===== src/hdl/sysctl_pkg.sv =====
// Constants, register map and state types for the system control block.
// Assumes a plain single-cycle register port and one clock domain.
package sysctl_pkg;

  // ==========================================================
  // Sizes
  localparam int ADDR_W     = 8;
  localparam int DATA_W     = 32;
  localparam int NUM_EXT    = 9;
  localparam int NUM_LINES  = 4;
  localparam int NUM_CAP    = 8;
  localparam int NUM_PERIPH = 16;
  localparam int WAKE_CLKS  = 1024;

  // ==========================================================
  // Register offsets (byte addresses)
  localparam logic [7:0] OFF_MODE     = 8'h00;
  localparam logic [7:0] OFF_MEMMAP   = 8'h04;
  localparam logic [7:0] OFF_PERIPH   = 8'h08;
  localparam logic [7:0] OFF_DIV      = 8'h0c;
  localparam logic [7:0] OFF_EXT_MODE = 8'h10;
  localparam logic [7:0] OFF_EXT_POL  = 8'h14;
  localparam logic [7:0] OFF_EXT_FLAG = 8'h18;
  localparam logic [7:0] OFF_EXT_WAKE = 8'h1c;
  localparam logic [7:0] OFF_RTC_SRC  = 8'h20;
  localparam logic [7:0] OFF_IRQ_STAT = 8'h24;
  localparam logic [7:0] OFF_IRQ_MASK = 8'h28;
  localparam logic [7:0] OFF_STATE    = 8'h2c;

  // ==========================================================
  // Field positions
  localparam int MODE_IDLE_BIT = 0;
  localparam int MODE_PD_BIT   = 1;
  localparam int IRQ_IDLE_EXIT = 0;
  localparam int IRQ_PD_WAKE   = 1;
  localparam int IRQ_EXT       = 2;
  localparam int IRQ_W         = 3;

  // ==========================================================
  // Divider ratio codes and reset values
  localparam logic [1:0] DIV_QUARTER = 2'h0;
  localparam logic [1:0] DIV_FULL    = 2'h1;
  localparam logic [1:0] DIV_HALF    = 2'h2;
  localparam logic [1:0] RST_DIV     = DIV_QUARTER;
  localparam logic [1:0] RST_MODE    = 2'h0;
  localparam logic       RST_MEMMAP  = 1'b0;
  localparam logic       RST_RTC_SRC = 1'b0;

  typedef enum logic [1:0] {
    ST_RUN   = 2'b00,
    ST_IDLE  = 2'b01,
    ST_PDOWN = 2'b10,
    ST_WAKE  = 2'b11
  } pwr_state_t;

endpackage


===== src/hdl/sysctl_link_if.sv =====
// Signals shared between the control top and its two helper units.
// Assumes both helpers run on the control clock.
`timescale 1ns/1ps
interface sysctl_link_if #(
  parameter int NUM_EXT   = 9,
  parameter int NUM_LINES = 4
);
  // ==========================================================
  // Divider group
  logic                 div_ce;
  logic [1:0]           div_sel;
  logic                 pclk_tick;
  logic [1:0]           div_active;
  // ==========================================================
  // External interrupt group
  logic                 eint_ce;
  logic [NUM_EXT-1:0]   ext_pin;
  logic [NUM_EXT-1:0]   edge_mode;
  logic [NUM_EXT-1:0]   act_high;
  logic [NUM_EXT-1:0]   flag_clr;
  logic [NUM_EXT-1:0]   flag;
  logic [NUM_LINES-1:0] wake_en;
  logic [NUM_LINES-1:0] line_irq;
  logic                 wake_req;

  modport div_mp (input div_ce, div_sel, output pclk_tick, div_active);
  modport eint_mp (input eint_ce, ext_pin, edge_mode, act_high, flag_clr, wake_en,
                   output flag, line_irq, wake_req);
endinterface


===== src/hdl/pbus_divider.sv =====
// Peripheral bus clock divider: makes a one-cycle enable at 1/1, 1/2 or 1/4.
// Assumes the processor clock is the only clock; the enable qualifies it.
`timescale 1ns/1ps
module pbus_divider
  import sysctl_pkg::*;
(
  input  wire logic   clk_i,
  input  wire logic   sys_rst_i,
  sysctl_link_if.div_mp lk
);

  logic [1:0] cnt_reg;
  logic [1:0] cnt_next;
  logic [1:0] sel_reg;
  logic [1:0] sel_next;
  logic [1:0] limit;
  logic       wrap;

  // ==========================================================
  // Count and ratio update
  // A new ratio is only taken at the wrap so no shortened period appears
  always_comb begin
    unique case (sel_reg)
      DIV_FULL: limit = 2'h0;
      DIV_HALF: limit = 2'h1;
      default:  limit = 2'h3;
    endcase
    wrap     = (cnt_reg == limit);
    cnt_next = cnt_reg;
    sel_next = sel_reg;
    if (lk.div_ce) begin
      if (wrap) begin
        cnt_next = 2'h0;
        sel_next = lk.div_sel;
      end else begin
        cnt_next = cnt_reg + 2'h1;
      end
    end
  end

  always_ff @(posedge clk_i) begin
    if (sys_rst_i) begin
      cnt_reg <= 2'h0;
      sel_reg <= RST_DIV;
    end else begin
      cnt_reg <= cnt_next;
      sel_reg <= sel_next;
    end
  end

  assign lk.pclk_tick  = lk.div_ce & wrap;
  assign lk.div_active = sel_reg;

endmodule


===== src/hdl/ext_int_unit.sv =====
// External interrupt detection: per-pin edge or level, merged onto lines.
// Assumes pins are synchronous to the clock; wake path needs no clock edge.
`timescale 1ns/1ps
module ext_int_unit
  import sysctl_pkg::*;
#(
  parameter int NUM_EXT   = 9,
  parameter int NUM_LINES = 4
)(
  input  wire logic      clk_i,
  input  wire logic      sys_rst_i,
  sysctl_link_if.eint_mp lk
);

  logic [NUM_EXT-1:0]   act;
  logic [NUM_EXT-1:0]   prev_reg;
  logic [NUM_EXT-1:0]   prev_next;
  logic [NUM_EXT-1:0]   flag_reg;
  logic [NUM_EXT-1:0]   flag_next;
  logic [NUM_LINES-1:0] wake_line;

  if (NUM_LINES < 1 || NUM_EXT < NUM_LINES) begin : g_bad
    $error("ext_int_unit: need 1 <= NUM_LINES <= NUM_EXT");
  end

  // ==========================================================
  // Detection: edges are sticky, levels follow the pin
  always_comb begin
    act       = ~(lk.ext_pin ^ lk.act_high);
    prev_next = lk.eint_ce ? act : prev_reg;
    flag_next = flag_reg;
    if (lk.eint_ce) begin
      for (int k = 0; k < NUM_EXT; k++) begin
        if (lk.edge_mode[k])                       // Set beats clear
          flag_next[k] = (flag_reg[k] & ~lk.flag_clr[k]) | (act[k] & ~prev_reg[k]);
        else
          flag_next[k] = act[k];
      end
    end
  end

  always_ff @(posedge clk_i) begin
    if (sys_rst_i) begin
      prev_reg <= '0;
      flag_reg <= '0;
    end else begin
      prev_reg <= prev_next;
      flag_reg <= flag_next;
    end
  end

  // ==========================================================
  // Merge pin k onto line k mod NUM_LINES
  for (genvar l = 0; l < NUM_LINES; l++) begin : g_line
    logic [NUM_EXT-1:0] sel;
    always_comb begin
      sel = '0;
      for (int k = l; k < NUM_EXT; k += NUM_LINES) sel[k] = 1'b1;
    end
    assign lk.line_irq[l] = |(flag_reg & sel);
    // Raw pin level joins in so wake works with the clock stopped
    assign wake_line[l] = lk.wake_en[l] & |((act | flag_reg) & sel);
  end

  assign lk.flag     = flag_reg;
  assign lk.wake_req = |wake_line;

endmodule


===== src/hdl/system_power_clock_control.sv =====
// System power and clock control: external interrupts, vector mapping,
// idle and power-down sequencing, peripheral switches, peripheral divider.
// Assumes one processor clock, synchronous pins, single-cycle register port.
//
// What this block does
// - Nine external inputs merged onto four lines
// - Enabled external inputs wake from power-down clocklessly
// - Capture interrupts never wake from power-down
// - Vector area mapped to flash or SRAM
// - Idle stops processor until reset or interrupt
// - Peripheral clocks keep running in idle
// - Power-down stops oscillator and all clocks
// - Power-down keeps state and holds output pins
// - Power-down exits only on reset or wake
// - RTC runs in power-down only on external clock
// - Each peripheral has its own clock switch
// - Peripheral clock is full, half or quarter
// - Divider resets to one quarter
// - PLL stays active in idle if running
// - Power-down exit passes through wake-up timer
//
// Our own choices: the address-and-strobe port and the placing of the registers.
`timescale 1ns/1ps
module system_power_clock_control
  import sysctl_pkg::*;
#(
  parameter int NUM_PERIPH_P = NUM_PERIPH,
  parameter int NUM_CAP_P    = NUM_CAP,
  parameter int WAKE_CLKS_P  = WAKE_CLKS
)(
  input  wire logic                    clk_i,
  input  wire logic                    sys_rst_i,
  input  wire logic                    ce_i,
  input  wire logic [ADDR_W-1:0]       addr_i,
  input  wire logic [DATA_W-1:0]       wdata_i,
  input  wire logic                    wr_i,
  input  wire logic                    rd_i,
  output logic      [DATA_W-1:0]       rdata_o,
  input  wire logic [NUM_EXT-1:0]      ext_pin_i,
  input  wire logic [NUM_CAP_P-1:0]    cap_pin_i,
  input  wire logic                    cpu_irq_i,
  input  wire logic                    osc_ready_i,
  input  wire logic                    pll_running_i,
  output logic      [NUM_LINES-1:0]    eint_o,
  output logic      [NUM_CAP_P-1:0]    cap_irq_o,
  output logic                         cpu_run_o,
  output logic                         cpu_clk_en_o,
  output logic                         pclk_en_o,
  output logic      [NUM_PERIPH_P-1:0] periph_clk_en_o,
  output logic                         vector_sram_o,
  output logic                         osc_en_o,
  output logic                         pll_keep_o,
  output logic                         pin_hold_o,
  output logic                         rtc_clk_en_o,
  output logic      [1:0]              pwr_state_o,
  output logic                         irq_o
);

  if (NUM_PERIPH_P < 1 || NUM_PERIPH_P > DATA_W || NUM_CAP_P < 1 || NUM_CAP_P > DATA_W
      || WAKE_CLKS_P < 1 || WAKE_CLKS_P > 65535) begin : g_bad
    $error("system_power_clock_control: parameter out of range");
  end

  sysctl_link_if #(.NUM_EXT(NUM_EXT), .NUM_LINES(NUM_LINES)) lk ();

  // ==========================================================
  // Registers
  pwr_state_t              state_reg;
  pwr_state_t              state_next;
  logic [15:0]             wcnt_reg;
  logic [15:0]             wcnt_next;
  logic [1:0]              mode_reg;
  logic [1:0]              mode_next;
  logic                    memmap_reg;
  logic                    memmap_next;
  logic [NUM_PERIPH_P-1:0] periph_reg;
  logic [NUM_PERIPH_P-1:0] periph_next;
  logic [1:0]              div_reg;
  logic [1:0]              div_next;
  logic [NUM_EXT-1:0]      emode_reg;
  logic [NUM_EXT-1:0]      emode_next;
  logic [NUM_EXT-1:0]      epol_reg;
  logic [NUM_EXT-1:0]      epol_next;
  logic [NUM_LINES-1:0]    ewake_reg;
  logic [NUM_LINES-1:0]    ewake_next;
  logic                    rtc_src_reg;
  logic                    rtc_src_next;
  logic [IRQ_W-1:0]        stat_reg;
  logic [IRQ_W-1:0]        stat_next;
  logic [IRQ_W-1:0]        mask_reg;
  logic [IRQ_W-1:0]        mask_next;
  logic [NUM_CAP_P-1:0]    cap_reg;
  logic [NUM_CAP_P-1:0]    cap_next;
  logic [NUM_LINES-1:0]    line_prev_reg;
  logic [NUM_LINES-1:0]    line_prev_next;
  logic [DATA_W-1:0]       rdata_reg;
  logic [DATA_W-1:0]       rdata_next;

  logic                    idle_exit;
  logic                    pd_wake_done;
  logic                    wake_hit;
  logic [IRQ_W-1:0]        events;
  logic                    clocks_on;

  // ==========================================================
  // Helper connections
  assign clocks_on    = (state_reg == ST_RUN) || (state_reg == ST_IDLE);
  assign lk.div_ce    = ce_i & clocks_on;
  assign lk.div_sel   = div_reg;
  assign lk.eint_ce   = ce_i & clocks_on;
  assign lk.ext_pin   = ext_pin_i;
  assign lk.edge_mode = emode_reg;
  assign lk.act_high  = epol_reg;
  assign lk.wake_en   = ewake_reg;
  assign lk.flag_clr  = (wr_i && addr_i == OFF_EXT_FLAG) ? wdata_i[NUM_EXT-1:0]
                                                         : '0;

  pbus_divider u_div (
    .clk_i     (clk_i),
    .sys_rst_i (sys_rst_i),
    .lk        (lk.div_mp)
  );

  ext_int_unit #(
    .NUM_EXT   (NUM_EXT),
    .NUM_LINES (NUM_LINES)
  ) u_eint (
    .clk_i     (clk_i),
    .sys_rst_i (sys_rst_i),
    .lk        (lk.eint_mp)
  );

  // ==========================================================
  // Power state sequencing
  // Capture inputs are left out of wake_hit on purpose
  assign wake_hit  = lk.wake_req;
  assign idle_exit = (state_reg == ST_IDLE) &&
                     (cpu_irq_i || (|lk.line_irq) || (|cap_reg));

  always_comb begin
    state_next   = state_reg;
    wcnt_next    = wcnt_reg;
    pd_wake_done = 1'b0;
    if (ce_i) begin
      unique case (state_reg)
        ST_RUN: begin
          if (mode_reg[MODE_PD_BIT])               // Power-down outranks idle
            state_next = ST_PDOWN;
          else if (mode_reg[MODE_IDLE_BIT])
            state_next = ST_IDLE;
        end
        ST_IDLE: begin
          if (idle_exit)
            state_next = ST_RUN;
        end
        ST_PDOWN: begin
          wcnt_next = 16'h0;
          if (wake_hit)
            state_next = ST_WAKE;
        end
        ST_WAKE: begin
          // Count only once the oscillator reports good amplitude
          if (osc_ready_i) begin
            if (wcnt_reg == 16'(WAKE_CLKS_P - 1)) begin
              state_next   = ST_RUN;
              pd_wake_done = 1'b1;
            end else begin
              wcnt_next = wcnt_reg + 16'h1;
            end
          end
        end
      endcase
    end
  end

  always_ff @(posedge clk_i) begin
    if (sys_rst_i) begin
      state_reg <= ST_RUN;
      wcnt_reg  <= 16'h0;
    end else begin
      state_reg <= state_next;
      wcnt_reg  <= wcnt_next;
    end
  end

  // ==========================================================
  // Software registers; writes override hardware clears
  always_comb begin
    mode_next    = mode_reg;
    memmap_next  = memmap_reg;
    periph_next  = periph_reg;
    div_next     = div_reg;
    emode_next   = emode_reg;
    epol_next    = epol_reg;
    ewake_next   = ewake_reg;
    rtc_src_next = rtc_src_reg;
    mask_next    = mask_reg;
    if (ce_i) begin
      if (idle_exit)
        mode_next[MODE_IDLE_BIT] = 1'b0;
      if (pd_wake_done)
        mode_next[MODE_PD_BIT] = 1'b0;
      if (wr_i) begin
        unique case (addr_i)
          OFF_MODE:     mode_next    = wdata_i[1:0];
          OFF_MEMMAP:   memmap_next  = wdata_i[0];
          OFF_PERIPH:   periph_next  = wdata_i[NUM_PERIPH_P-1:0];
          OFF_DIV:      div_next     = wdata_i[1:0];
          OFF_EXT_MODE: emode_next   = wdata_i[NUM_EXT-1:0];
          OFF_EXT_POL:  epol_next    = wdata_i[NUM_EXT-1:0];
          OFF_EXT_WAKE: ewake_next   = wdata_i[NUM_LINES-1:0];
          OFF_RTC_SRC:  rtc_src_next = wdata_i[0];
          OFF_IRQ_MASK: mask_next    = wdata_i[IRQ_W-1:0];
          default:      ;
        endcase
      end
    end
  end

  always_ff @(posedge clk_i) begin
    if (sys_rst_i) begin
      mode_reg    <= RST_MODE;
      memmap_reg  <= RST_MEMMAP;
      periph_reg  <= '1;
      div_reg     <= RST_DIV;
      emode_reg   <= '0;
      epol_reg    <= '0;
      ewake_reg   <= '0;
      rtc_src_reg <= RST_RTC_SRC;
      mask_reg    <= '0;
    end else begin
      mode_reg    <= mode_next;
      memmap_reg  <= memmap_next;
      periph_reg  <= periph_next;
      div_reg     <= div_next;
      emode_reg   <= emode_next;
      epol_reg    <= epol_next;
      ewake_reg   <= ewake_next;
      rtc_src_reg <= rtc_src_next;
      mask_reg    <= mask_next;
    end
  end

  // ==========================================================
  // Interrupt status: sticky, write one to clear, set wins
  always_comb begin
    events                = '0;
    events[IRQ_IDLE_EXIT] = idle_exit;
    events[IRQ_PD_WAKE]   = pd_wake_done;
    events[IRQ_EXT]       = |(lk.line_irq & ~line_prev_reg);
    stat_next             = stat_reg;
    line_prev_next        = line_prev_reg;
    cap_next              = cap_reg;
    if (ce_i) begin
      if (wr_i && addr_i == OFF_IRQ_STAT)
        stat_next = stat_next & ~wdata_i[IRQ_W-1:0];
      stat_next      = stat_next | events;
      line_prev_next = lk.line_irq;
      // Capture interrupts are frozen with the peripherals in power-down
      if (clocks_on)
        cap_next = cap_pin_i;
    end
  end

  always_ff @(posedge clk_i) begin
    if (sys_rst_i) begin
      stat_reg      <= '0;
      line_prev_reg <= '0;
      cap_reg       <= '0;
    end else begin
      stat_reg      <= stat_next;
      line_prev_reg <= line_prev_next;
      cap_reg       <= cap_next;
    end
  end

  // ==========================================================
  // Read port: data stands in the cycle after the strobe, and holds while ce_i is low
  always_comb begin
    rdata_next = '0;
    if (ce_i && rd_i) begin
      unique case (addr_i)
        OFF_MODE:     rdata_next[1:0]              = mode_reg;
        OFF_MEMMAP:   rdata_next[0]                = memmap_reg;
        OFF_PERIPH:   rdata_next[NUM_PERIPH_P-1:0] = periph_reg;
        OFF_DIV:      rdata_next[1:0]              = div_reg;
        OFF_EXT_MODE: rdata_next[NUM_EXT-1:0]      = emode_reg;
        OFF_EXT_POL:  rdata_next[NUM_EXT-1:0]      = epol_reg;
        OFF_EXT_FLAG: rdata_next[NUM_EXT-1:0]      = lk.flag;
        OFF_EXT_WAKE: rdata_next[NUM_LINES-1:0]    = ewake_reg;
        OFF_RTC_SRC:  rdata_next[0]                = rtc_src_reg;
        OFF_IRQ_STAT: rdata_next[IRQ_W-1:0]        = stat_reg;
        OFF_IRQ_MASK: rdata_next[IRQ_W-1:0]        = mask_reg;
        OFF_STATE:    rdata_next[3:0]              = {lk.div_active, state_reg};
        default:      rdata_next                   = '0;
      endcase
    end else if (!ce_i) begin
      rdata_next = rdata_reg;
    end
  end

  always_ff @(posedge clk_i) begin
    if (sys_rst_i)
      rdata_reg <= '0;
    else
      rdata_reg <= rdata_next;
  end

  // ==========================================================
  // Outputs decoded from registered state plus the ce_i and pll_running_i inputs
  assign rdata_o         = rdata_reg;
  assign eint_o          = lk.line_irq;
  assign cap_irq_o       = cap_reg;
  assign cpu_run_o       = (state_reg == ST_RUN);
  assign cpu_clk_en_o    = (state_reg == ST_RUN);
  // Divider ticks only in run and idle, so peripherals live through idle
  assign pclk_en_o       = lk.pclk_tick;
  assign periph_clk_en_o = {NUM_PERIPH_P{lk.pclk_tick}} & periph_reg;
  assign vector_sram_o   = memmap_reg;
  assign osc_en_o        = (state_reg != ST_PDOWN);
  assign pll_keep_o      = pll_running_i & clocks_on;
  assign pin_hold_o      = ~clocks_on;
  assign rtc_clk_en_o    = rtc_src_reg | lk.pclk_tick;
  assign pwr_state_o     = state_reg;
  assign irq_o           = |(stat_reg & mask_reg);

endmodule


===== config.mk =====
export PLATFORM = sky130hd
export DESIGN_NAME = system_power_clock_control
export DESIGN_NICKNAME = d
export VERILOG_FILES = /design/src/hdl/sysctl_pkg.sv /design/src/hdl/sysctl_link_if.sv /design/src/hdl/pbus_divider.sv /design/src/hdl/ext_int_unit.sv /design/src/hdl/system_power_clock_control.sv
export SDC_FILE = /design/constraint.sdc
export NUM_CORES = 1
export LEC_CHECK = 0
export ABC_AREA = 1
export BUFFER_PORTS_ARGS = -buffer_cell sky130_fd_sc_hd__buf_2
export CAP_MARGIN = 40
export CORE_MARGIN = 5
export CORE_UTILIZATION = 58
export CTS_BUF_LIST = sky130_fd_sc_hd__clkbuf_8 sky130_fd_sc_hd__clkbuf_16
export DETAILED_ROUTE_END_ITERATION = 16
export GPL_ROUTABILITY_DRIVEN = 0
export GPL_TIMING_DRIVEN = 0
export HOLD_SLACK_MARGIN = 0.06
export PLACE_DENSITY = 0.9
export SLEW_MARGIN = 30
export SYNTH_ARGS = -nofsm -noshare
export SYNTH_HDL_FRONTEND = slang
export SYNTH_SLANG_ARGS = --single-unit

===== constraint.sdc =====
create_clock -name clk_i -period 3.3 [get_ports clk_i]
set_clock_uncertainty 0.15 [all_clocks]
set_input_delay 0.165 -clock clk_i [delete_from_list [all_inputs] [get_ports clk_i]]
set_output_delay 0.165 -clock clk_i [all_outputs]
set_load 0.01 [all_outputs]

==> metrics, run 1 <==
status=complete, no violations; syn avg cell area=a little under 7 um^2; sequential cell area fraction in the yosys report=a little over 40%; drt total wl=19,900 um; fin crit period=between 2 and 3 ns; 1st-pass router iterations=7; Final TNS setup=0 ns; Initial Utilization=between 50% and 60%; Worst Tran Pin Value=approximately 0.77 ns; total die area=0.0122 mm^2; CTS resizes=0; htree depth=4; RSZ-0062 raised after global routing=no; commonest non-fill, non-tap cells in the layout=212 x nand2_1, 118 x dfxtp_1, 109 x buf_2; Required @ worst endpoint=approximately 3 ns; Yosys cell types=37; Nets=between 1k and 1.5k; Leak=between 3 and 4 nW; CTS sink cnt=118; Slew HR=48.5%; number of top-level pins=roughly 140; Final Hold Viols=0; GR Util met3=roughly 8.0%; Crit Path Max Fanout=10; final hold slack=0.0824 ns; global route hottest layer=met2; Setup violations, final=0; Synth Warn #=0; Int Power=approximately 2.8 mW; min-delay worst type=in -> reg; Setup crit start kind=flop; Tcrit/Tclk final=just over 80%; critical path type=reg -> out; area grow syn2layout=30.1%; Gate power share=between 10% and 20%; Clock Power Share=47.9%; crit-path cells=inv_1 > ha_1 > nand2_1 > inv_1 > nor3_1 > nand2_1 > buf_2 > buf_2 > nor2_1 > buf_2; DRC=0; maximum operating frequency=0.364 GHz; Bufs on Longest Clock Path=2; worst path arrival time=roughly 2.4 ns; VDD IR max=approximately 0.00036 V; Worst path slowest cell=dfxtp_1; Worst Hold Depth=6; Placeable Area=0.00982 mm^2; Syn Std Cell Area=between 0.005 and 0.006 mm^2; switching share of total power=around 25%; post-DR vias/cell=between 5 and 6; critical path's largest stage delay=approximately 0.36 ns; synthesis-stage register bit count=roughly 120; GRT overflow=0; Global Route Usage Sum=31.4%; IO buf count=about 100; fin. max-slew vios=0; switching power total=roughly 0.93 mW; Crit. End Element=output port; chip height=~110 um; vias in the first global route=approximately 6.5k; Post-DP HPWL=about 13,000 um; largest net degree at the start of global routing=17; DR iter-0 viols=just under 1k; reg2reg start=wcnt_reg[0]$_SDFFE_PP0P_; Rows=36; CTS buffer count=17; vias=between 6k and 7k; RR Endpoint=wcnt_reg[0]$_SDFFE_PP0P_; most frequent CP cell=buf_2; antenna violations before repair=2; setup slack, reg-to-reg=between 1 and 1.5 ns; R2R depth=8; worst skew pair latency=between 0.5 and 0.6 ns; commonest non-fill, non-tap cell in the layout=nand2_1; met2 Usage GRT=53.1%; layout cell share with drive strength beyond 1=roughly 18%; clock slew at reported path FFs=roughly 0.060 ns; first-pass GRT wire length=31,500 um; Mapped Cells=a little under 900; GRT met1 Usage=between 30% and 40%; sequential share of power=between 40 and 50%; Antenna Violating Nets Remaining=0; clock root buffer=clkbuf_8; PwrDens=488 mW/mm^2; Max-Cap Viols=0; Hold Crit Start=addr_i[7]; routed len/inst=16.6 um; CTS tree=built; Die Span X=~110 um; Hold EP=mask_reg[1]$_SDFFE_PP0P_
==> layout make-up <==
class / instances / area [um^2]
fillers: 663 / 2200
multi-input cells: 624 / 2900
flip-flops and latches: 118 / 2360
clock buffers: 22 / 483
repair buffers: 148 / 971
clock inverters: 8 / 83.8
well taps: 133 / 166
diodes: 1 / 2.50
plain buffers: 48 / 283
inverters: 96 / 363
==> routing by layer <==
| layer | wire length (um) | vias to the layer above |
|---|---|---|
| li1 | - | 3153 |
| met1 | 7080 | 3013 |
| met2 | 9510 | 526 |
| met3 | 2330 | 115 |
| met4 | 1010 | 2 |
| met5 | 10 | - |
==> power by group through the flow <==
stage	sequential [mW]	clock, mW	combinational (mW)
global placement	1.52	0	0.367
detailed placement	1.52	0	0.374
finish	1.50	1.78	0.439
CTS	1.50	1.77	0.421
floorplan	1.52	0	0.231
global route	1.50	1.83	0.478
==> cells by family after synthesis <==
family                     after synthesis  share of synthesized area, %
other                                    1                        0.0640
and+or+nand+nor                        412                          30.1
AOI/OAI and AO/OA                      188                          17.1
adders and majority gates                2                         0.427
buffers and inverters                  144                          11.0
xor gates and xnor gates                 6                         0.897
DFF                                    118                          40.3
==> cell usage after synthesis, drive strengths merged <==
| master | instances | area [um^2] |
|---|---|---|
| or2 | 1 | 6.26 |
| xnor2 | 4 | 35.0 |
| nand3b | 2 | 15.0 |
| nand3 | 58 | 313 |
| nor2 | 117 | 482 |
| nor4 | 1 | 6.26 |
| ha | 2 | 25.0 |
| a21oi | 87 | 435 |
| buf | 29 | 211 |
| o22ai | 1 | 6.26 |
| xor2 | 2 | 17.5 |
| clkbuf | 19 | 71.3 |
| o21ai | 80 | 404 |
| nor3 | 9 | 72.6 |
| inv | 96 | 363 |
| a311oi | 2 | 17.5 |
| o31ai | 1 | 7.51 |
| o211a | 1 | 10.0 |
| nand2 | 219 | 840 |
| nand4 | 5 | 31.3 |
| conb | 1 | 3.75 |
| o211ai | 16 | 120 |
| dfxtp | 118 | 2360 |
==> critical path, delay by kind of cell, from the launching register on <==
family                     cells  cell delay [ns]
adders and majority gates      1             0.28
buffers and inverters          5             0.70
DFF                            1             0.36
and+or+nand+nor                4             0.54
==> per-stage QoR <==
stage | util, % | power, mW | setup WS [ns] | cell area [um^2] | std cells
3_5_place_dp | 67.1 | 1.90 | 1.18 | 6590 | 1121
5_1_grt | 77.6 | 3.81 | 0.464 | 7620 | 1198
2_1_floorplan | - | 1.76 | 1.48 | 5910 | 886
3_3_place_gp | 67.1 | 1.89 | 1.20 | 6590 | 1121
4_1_cts | 77.6 | 3.68 | 0.627 | 7620 | 1197
6_report | 77.6 | 3.71 | 0.555 | 7620 | 1198
==> worst max-delay path by stage <==
stage | start | endpoint
finish | u_div.lk.div_active[1]$_SDFFE_PP0P_ | periph_clk_en_o[10]
global route | u_div.lk.div_active[1]$_SDFFE_PP0P_ | periph_clk_en_o[14]
CTS | u_div.lk.div_active[1]$_SDFFE_PP0P_ | periph_clk_en_o[11]
detailed placement | u_div.lk.div_active[1]$_SDFFE_PP0P_ | periph_clk_en_o[11]
global placement | u_div.lk.div_active[1]$_SDFFE_PP0P_ | periph_clk_en_o[14]
floorplan | u_div.lk.div_active[1]$_SDFFE_PP0P_ | periph_clk_en_o[10]
==> what timing repair did <==
item                      4_1_cts  5_1_grt
hold endpoints to repair       82        0
hold buffers                   46        0
setup buffers                   0        0
(Power assumes the default switching activity.)
==> run 2, diff against run 1 <==
--- a/config.mk
+++ b/config.mk
@@ -5,17 +5,17 @@
 export SDC_FILE = /design/constraint.sdc
 export NUM_CORES = 1
 export LEC_CHECK = 0
-export ABC_AREA = 1
+export ABC_AREA = 0
 export BUFFER_PORTS_ARGS = -buffer_cell sky130_fd_sc_hd__buf_2
 export CAP_MARGIN = 40
 export CORE_MARGIN = 5
-export CORE_UTILIZATION = 58
+export CORE_UTILIZATION = 49
 export CTS_BUF_LIST = sky130_fd_sc_hd__clkbuf_8 sky130_fd_sc_hd__clkbuf_16
 export DETAILED_ROUTE_END_ITERATION = 16
 export GPL_ROUTABILITY_DRIVEN = 0
 export GPL_TIMING_DRIVEN = 0
 export HOLD_SLACK_MARGIN = 0.06
-export PLACE_DENSITY = 0.9
+export PLACE_DENSITY = 0.81
 export SLEW_MARGIN = 30
 export SYNTH_ARGS = -nofsm -noshare
 export SYNTH_HDL_FRONTEND = slang
==> constraint.sdc (replaced) <==
create_clock -name clk_i -period 2.4 [get_ports clk_i]
set_clock_uncertainty 0.15 [all_clocks]
set_input_delay 0.12 -clock clk_i [delete_from_list [all_inputs] [get_ports clk_i]]
set_output_delay 0.12 -clock clk_i [all_outputs]
set_load 0.01 [all_outputs]
==> run 2 against run 1 <==
The flow now finishes with violations (negative setup slack). Via count decreased by 7.7%. Register-to-register slack got worse by 1.2 ns. Power increased by 45%. Critical endpoint is now periph_clk_en_o[0]. Clock power increased by 62%. First-iteration DRC count decreased by 24%. Setup slack got worse by 0.56 ns. Largest cell class unchanged. Utilization decreased by 11 points. Sequential share of layout area decreased by 1.3 points.
==> metrics, run 2 <==
commonest non-fill, non-tap cells in the layout=118 x dfxtp_1, 108 x nand2_1, 103 x buf_2 (was 212 x nand2_1, 118 x dfxtp_1, 109 x buf_2); VDD IR max=0.000427 V (was 0.000365 V); Final Worst Setup Slack=-0.00338 ns (was 0.555 ns); area grow syn2layout=31.8% (was 30.1%); Post-DP HPWL=13,200 um (was 12,700 um); failing checks=negative setup slack; Reg area=0.00236 mm^2 (unchanged); Yosys cell types=69 (was 37); pre-CTS setup slack=-0.333 ns (was 1.18 ns); Slew HR=42.3% (was 48.5%); Synth Warn #=0 (unchanged); IO buf count=99 (was 102); Antenna Violating Nets Remaining=0 (unchanged); total die area=0.0146 mm^2 (was 0.0122 mm^2); number of flops mapped to enable cells by yosys=0 (unchanged); Setup crit start kind=flop (unchanged); post-DR vias/cell=5.86 (was 5.68); number of top-level pins=136 (unchanged); most frequent cell after synthesis=dfxtp_1 (was nand2_1); worst path arrival time=2.13 ns (was 2.43 ns); fin crit period=between 2 and 2.5 ns; Worst path slowest cell=dfxtp_1 (unchanged); fin. max-slew vios=0 (unchanged); top cells by count, synth=118 x dfxtp_1, 108 x nand2_1, 63 x a21oi_1 (was 212 x nand2_1, 118 x dfxtp_1, 106 x nor2_1); Global Route Usage Sum=26.4% (was 31.4%); Util after Layout=66.1% (was 77.6%); CTS buffer count=17 (unchanged); ANT cells=0 (was 1); delay-heaviest family, CP=simple AND/OR/NAND/NOR gates (was buffers and inverters); first-pass GRT wire length=30,200 um (was 31,500 um); status=finished with violations (was complete, no violations); Crit Path Max Fanout=10 (unchanged); Required @ worst endpoint=2.13 ns (was 2.98 ns); sequential share of power=37.6% (was 40.3%); critical path's largest stage delay=0.37 ns (was 0.36 ns); Tot Pwr=5.38 mW (was 3.71 mW); CTS tree=built (unchanged); area leader, netlist=dfxtp_1 (unchanged); Crit. End Element=output port (unchanged); routed len/inst=18.2 um (was 16.6 um); DRC=0 (unchanged); Setup violations, final=1 (was 0); Post-synth top flop=dfxtp_1 (unchanged); Final TNS setup=-0.00338 ns (was 0 ns); sequential cell area fraction in the yosys report=39.2% (was 40.3%); Die Span X=121 um (was 110 um); syn avg cell area=8.22 um^2 (was 6.72 um^2); clock root buffer=clkbuf_16 (was clkbuf_8); Worst Hold Depth=5 (was 6); vias=6,285 (was 6,809); antenna violations before repair=0 (was 2); Yosys top cell area share=39.2% (was 40.3%); Mapped Cells=733 (was 871); Fillers=908 (was 663); min-delay worst type=in -> reg (unchanged); fraction of registers with async set/reset=0% (unchanged); Clock Power Share=53.7% (was 47.9%); RSZ-0062 raised after global routing=yes (was no); vias in the first global route=5,900 (was 6,512); Leak=3.33 nW (was 3.58 nW); Initial Utilization=50.2% (was 59.6%); htree depth=4 (unchanged); synthesis-stage register bit count=118 (unchanged); switching power total=1.24 mW (was 0.929 mW); Post-Place Cells=994 (was 1,121); Nets=980 (was 1,120); R2R depth=7 (was 8); Final Hold Viols=0 (unchanged); Hold Crit Start=addr_i[4] (was addr_i[7]); DR iter-0 viols=731 (was 963); PwrDens=677 mW/mm^2 (was 488 mW/mm^2); multi-input logic area=0.00335 mm^2 (was 0.00290 mm^2); commonest non-fill, non-tap cell in the layout=dfxtp_1 (was nand2_1); clock slew at reported path FFs=0.06 ns (about the same); RR Endpoint=wcnt_reg[7]$_SDFFE_PP0P_ (was wcnt_reg[0]$_SDFFE_PP0P_); Syn Std Cell Area=0.00603 mm^2 (was 0.00586 mm^2); Rows=40 (was 36); 1st-pass router iterations=5 (was 7); worst skew pair latency=0.43 ns (was 0.53 ns); critical path type=reg -> out (unchanged); crit-path cells=inv_1 > ha_1 > xor2_1 > nor3_2 > buf_6 > and2_1 > buf_2 (was inv_1 > ha_1 > nand2_1 > inv_1 > nor3_1 > nand2_1 > buf_2 > buf_2 > nor2_1 > buf_2); largest net degree at the start of global routing=17 (unchanged); Hold EP=rdata_o[1]$_SDFFE_PP0P_ (was mask_reg[1]$_SDFFE_PP0P_); Int Power=4.14 mW (was 2.78 mW); Worst Tran Pin Value=0.863 ns (was 0.772 ns); layout cell share with drive strength beyond 1=22.9% (was 17.6%); maximum operating frequency=between 0.4 and 0.5 GHz; reg2reg start=wcnt_reg[12]$_SDFFE_PP0P_ (was wcnt_reg[0]$_SDFFE_PP0P_); Placeable Area=0.0120 mm^2 (was 0.00982 mm^2); drt total wl=19,600 um (was 19,900 um); Gate power share=8.6% (was 11.8%); GRT overflow=0 (unchanged); Bufs on Longest Clock Path=2 (unchanged); Max-Cap Viols=0 (unchanged); CTS sink cnt=118 (unchanged); switching share of total power=23.1% (was 25.0%); chip height=121 um (was 110 um); Tcrit/Tclk final=100%; setup slack, reg-to-reg=0.09 ns (was 1.31 ns); WP buf/inv=3 (was 5); ranking of synthesized cells by area=dfxtp_1 39%, nand2_1 6.7%, a21oi_1 5.2% (was dfxtp_1 40%, nand2_1 14%, a21oi_1 7.4%); Final Non-Filler Cells=1,073 (was 1,198)
-- run 2: kinds of logic after synthesis --
kind of cell | count (synthesis) | share of synthesized area [%]
flip-flops | 118 | 39.2
AND/OR/NAND/NOR | 319 | 27.1
multiplexers | 32 | 5.81
other | 1 | 0.0622
buffers and inverters | 79 | 6.77
adder cells (fa/ha/maj) | 2 | 0.415
XOR/XNOR | 13 | 1.89
AO/OA/AOI/OAI | 169 | 18.8
-- run 2: area by class of cell --
class	count	area share, %
repair buffers	146	12.0
clock buffers	21	6.05
plain buffers	68	4.80
clock inverters	11	2.46
well taps	147	2.32
flip-flops and latches	118	29.7
multi-input cells	551	42.1
inverters	11	0.520
-- run 2: power groups by stage --
| stage | registers, mW | logic (mW) | clock network (mW) |
|---|---|---|---|
| CTS | 2.02 | 0.445 | 2.89 |
| finish | 2.02 | 0.465 | 2.89 |
| global route | 2.03 | 0.496 | 2.98 |
| floorplan | 2.06 | 0.228 | 0 |
| detailed placement | 2.06 | 0.387 | 0 |
| global placement | 2.06 | 0.384 | 0 |
-- run 2: worst max path at each step --
stage                     slack [ns]                                 from                         end  depth (start not counted)
after CTS                      0.001            wcnt_reg[12]$_SDFFE_PP0P_    wcnt_reg[7]$_SDFFE_PP0P_                          7
after floorplan                  0.1            wcnt_reg[12]$_SDFFE_PP0P_    wcnt_reg[4]$_SDFFE_PP0P_                          7
after global placement         -0.32                            addr_i[5]  periph_reg[6]$_SDFFE_PP1P_                          8
after detailed placement       -0.33                            addr_i[5]  periph_reg[6]$_SDFFE_PP1P_                          8
final                         -0.003  u_div.lk.div_active[1]$_SDFFE_PP0P_          periph_clk_en_o[0]                          7
after global routing           -0.06  u_div.lk.div_active[1]$_SDFFE_PP0P_         periph_clk_en_o[10]                          7
-- run 2: per-layer routing --
metal  vias up  part of all wire (%)  global-route usage (%)
met5         -                     0                       0
met4         0                   3.8                    13.3
met3        75                    11                    6.62
met2       423                    44                    39.6
met1      2882                    41                    35.1
li1       2905                     -                       -
-- run 2: timing repair --
item	in CTS	in global routing
setup buffers	2	0
cloned	1	0
pin swaps	2	3
gates resized for setup	5	10
setup endpoints to repair	34	48
hold buffers	43	0
hold endpoints to repair	69	0
-- run 2: worst reg2reg max path, cell delays in order (launching register included) --
cell	delay, ns
dfxtp_1	0.36
or4_4	0.53
or4_4	0.48
a21boi_4	0.22
buf_6	0.16
buf_12	0.13
o31ai_1	0.10
a21oi_2	0.12
-- run 2: through the flow --
step	instance area (um^2)	hold WS (ns)
2_1_floorplan	6080	0.0909
3_3_place_gp	6760	0.191
3_5_place_dp	6760	0.188
4_1_cts	7910	0.0744
5_1_grt	7940	0.147
6_report	7940	0.105
==> run 3, diff against run 2 <==
--- a/config.mk
+++ b/config.mk
@@ -13,7 +13,7 @@
 export CTS_BUF_LIST = sky130_fd_sc_hd__clkbuf_8 sky130_fd_sc_hd__clkbuf_16
 export DETAILED_ROUTE_END_ITERATION = 16
 export GPL_ROUTABILITY_DRIVEN = 0
-export GPL_TIMING_DRIVEN = 0
+export GPL_TIMING_DRIVEN = 1
 export HOLD_SLACK_MARGIN = 0.06
 export PLACE_DENSITY = 0.81
 export SLEW_MARGIN = 30
==> run 3 against run 2 <==
Final cell count fell by 3.6%. Non-clock buffer count fell by 38. Global-route usage fell by 2.9 points. Highest routed layer unchanged. Clock power fell by 9.0%. The run now ends clean. Utilization fell by 1.6 points. Sequential power barely moved. Final area fell by 2.5%. Wire length fell by 12%. Power fell by 5.6%. Largest cell class unchanged.
==> metrics, run 3 (synthesis results as in run 2) <==
clock slew at reported path FFs=0.05 ns (was 0.06 ns); routed len/inst=16.7 um (was 18.2 um); drt total wl=17,200 um (was 19,600 um); switching share of total power=22.4% (was 23.1%); Final Hold Viols=0 (unchanged); post-route cell area=0.00775 mm^2 (was 0.00794 mm^2); CTS buffer count=17 (unchanged); post-DR vias/cell=5.65 (was 5.86); vias in the first global route=5,412 (was 5,900); total die area=0.0146 mm^2 (unchanged); Max-Cap Viols=0 (unchanged); PwrDens=656 mW/mm^2 (was 677 mW/mm^2); critical path's largest stage delay=0.55 ns (was 0.37 ns); sequential share of power=39.8% (was 37.6%); htree depth=4 (unchanged); setup repair bufs after CTS=0 (was 2); Clock Power Share=51.8% (was 53.7%); Placeable Area=0.0120 mm^2 (unchanged); CTS sink cnt=118 (unchanged); ANT cells=0 (unchanged); Required @ worst endpoint=2.55 ns (was 2.13 ns); Nets=942 (was 980); Global Route Usage Sum=23.5% (was 26.4%); worst path arrival time=2.43 ns (was 2.13 ns); min-delay worst type=in -> reg (unchanged); Worst path slowest cell=dlygate4sd3_1 (was dfxtp_1); met1 wire length=7520 um (was 8120 um); status=complete, no violations (was finished with violations); DRC=0 (unchanged); pre-CTS setup slack=0.0817 ns (was -0.333 ns); 1st-pass router iterations=5 (unchanged); maximum operating frequency=0.439 GHz (was 0.416 GHz); commonest non-fill, non-tap cell in the layout=dfxtp_1 (unchanged); number of top-level pins=136 (unchanged); chip height=121 um (unchanged); IO buf count=103 (was 99); WP buf/inv=5 (was 3); critical path type=in -> reg (was reg -> out); Crit Path Max Fanout=16 (was 10); layout cell share with drive strength beyond 1=23.9% (was 22.9%); delay-heaviest family, CP=buffers and inverters (was simple AND/OR/NAND/NOR gates); Post-DP HPWL=11,400 um (was 13,200 um); clock root buffer=clkbuf_16 (unchanged); switching power total=1.14 mW (was 1.24 mW); vias=5,838 (was 6,285); fin crit period=2.28 ns (was 2.40 ns); Final Worst Setup Slack=0.121 ns (was -0.00338 ns); Die Span X=121 um (unchanged); Leak=3.26 nW (was 3.33 nW); VDD IR max=0.000490 V (was 0.000427 V); Gate power share=8.4% (was 8.6%); Final TNS setup=0 ns (was -0.00338 ns); Placed Area=0.00665 mm^2 (was 0.00676 mm^2); GRT overflow=0 (unchanged); Antenna Violating Nets Remaining=0 (unchanged); DR iter-0 viols=564 (was 731); antenna violations before repair=0 (unchanged); Setup violations, final=0 (was 1); RSZ-0062 raised after global routing=no (was yes); first-pass GRT wire length=27,300 um (was 30,200 um); area grow syn2layout=28.5% (was 31.8%); Int Power=3.94 mW (was 4.14 mW); worst skew pair latency=0.42 ns (was 0.43 ns); DR WL met2=7970 um (was 8560 um); Routed met3 length=1460 um (was 2140 um); fin. max-slew vios=0 (unchanged); top sig layer=met4 (unchanged); Worst Tran Pin Value=0.567 ns (was 0.863 ns); Bufs on Longest Clock Path=2 (unchanged); final hold slack=0.0848 ns (was 0.105 ns); commonest non-fill, non-tap cells in the layout=118 x dfxtp_1, 108 x nand2_1, 103 x buf_2 (unchanged); Tcrit/Tclk final=95.0% (was 100%); CTS tree=built (unchanged); Rows=40 (unchanged); Initial Utilization=50.2% (unchanged); Crit. End Element=flop (was output port); largest net degree at the start of global routing=48 (was 17); Slew HR=61.9% (was 42.3%); crit-path cells=dlygate4sd3_1 > buf_2 > and2_1 > buf_4 > nand2_1 > buf_4 > nand2_1 > nand3b_1 > dlygate4sd3_1 (was inv_1 > ha_1 > xor2_1 > nor3_2 > buf_6 > and2_1 > buf_2); Setup crit start kind=primary input (was flop)
-- run 3: power groups by stage --
stage	Sequential, mW	Combinational [mW]	Clock [mW]
detailed placement	2.06	0.360	0
CTS	2.02	0.415	2.65
global placement	2.06	0.358	0
finish	2.02	0.425	2.63
global route	2.03	0.462	2.76
floorplan	2.06	0.228	0
-- run 3: path summary, 6_finish.rpt --
| check | end | cells past startpoint | slack (ns) | startpoint |
|---|---|---|---|---|
| max | periph_reg[11]$_SDFFE_PP1P_ | 9 | 0.12 | ce_i |
| min | div_reg[1]$_SDFFE_PP0P_ | 5 | 0.08 | addr_i[0] |
| max reg2reg | wcnt_reg[10]$_SDFFE_PP0P_ | 7 | 0.12 | wcnt_reg[0]$_SDFFE_PP0P_ |
| min reg2reg | rdata_o[0]$_SDFFE_PP0P_ | 2 | 0.30 | rdata_o[0]$_SDFFE_PP0P_ |
-- run 3: cell type report --
class / instances / area [um^2]
clock inverter: 12 / 160
tap: 147 / 184
timing repair buffer: 176 / 1220
inverter: 11 / 41.3
sequential: 118 / 2360
fill: 955 / 4260
multi-input combinational: 551 / 3320
clock buffer: 19 / 453
-- run 3: timing repair --
item,4_1_cts,5_1_grt
hold buffers,43,0
gates resized for setup,0,3
setup endpoints to repair,0,14
hold endpoints to repair,85,0
-- run 3: through the flow --
step / instances / utilization, % / total power [mW]
CTS: 1032 / 64.0 / 5.08
finish: 1034 / 64.5 / 5.08
detailed placement: 958 / 55.3 / 2.42
global placement: 958 / 55.3 / 2.42
global route: 1034 / 64.5 / 5.25
floorplan: 748 / - / 2.29
-- run 3: per-layer routing --
layer | GRT usage, % | vias up
met3 | 5.97 | 30
met1 | 31.4 | 2711
met2 | 37.0 | 256
met4 | 8.00 | 0
li1 | - | 2841
met5 | 0 | -
-- run 3: worst reg2reg max path, stage by stage, from the launching register on --
cell,delay [ns]
dfxtp_1,0.41
ha_1,0.21
nand4bb_1,0.14
or4_4,0.57
a21boi_4,0.27
clkbuf_16,0.22
o31ai_1,0.10
a21oi_2,0.14
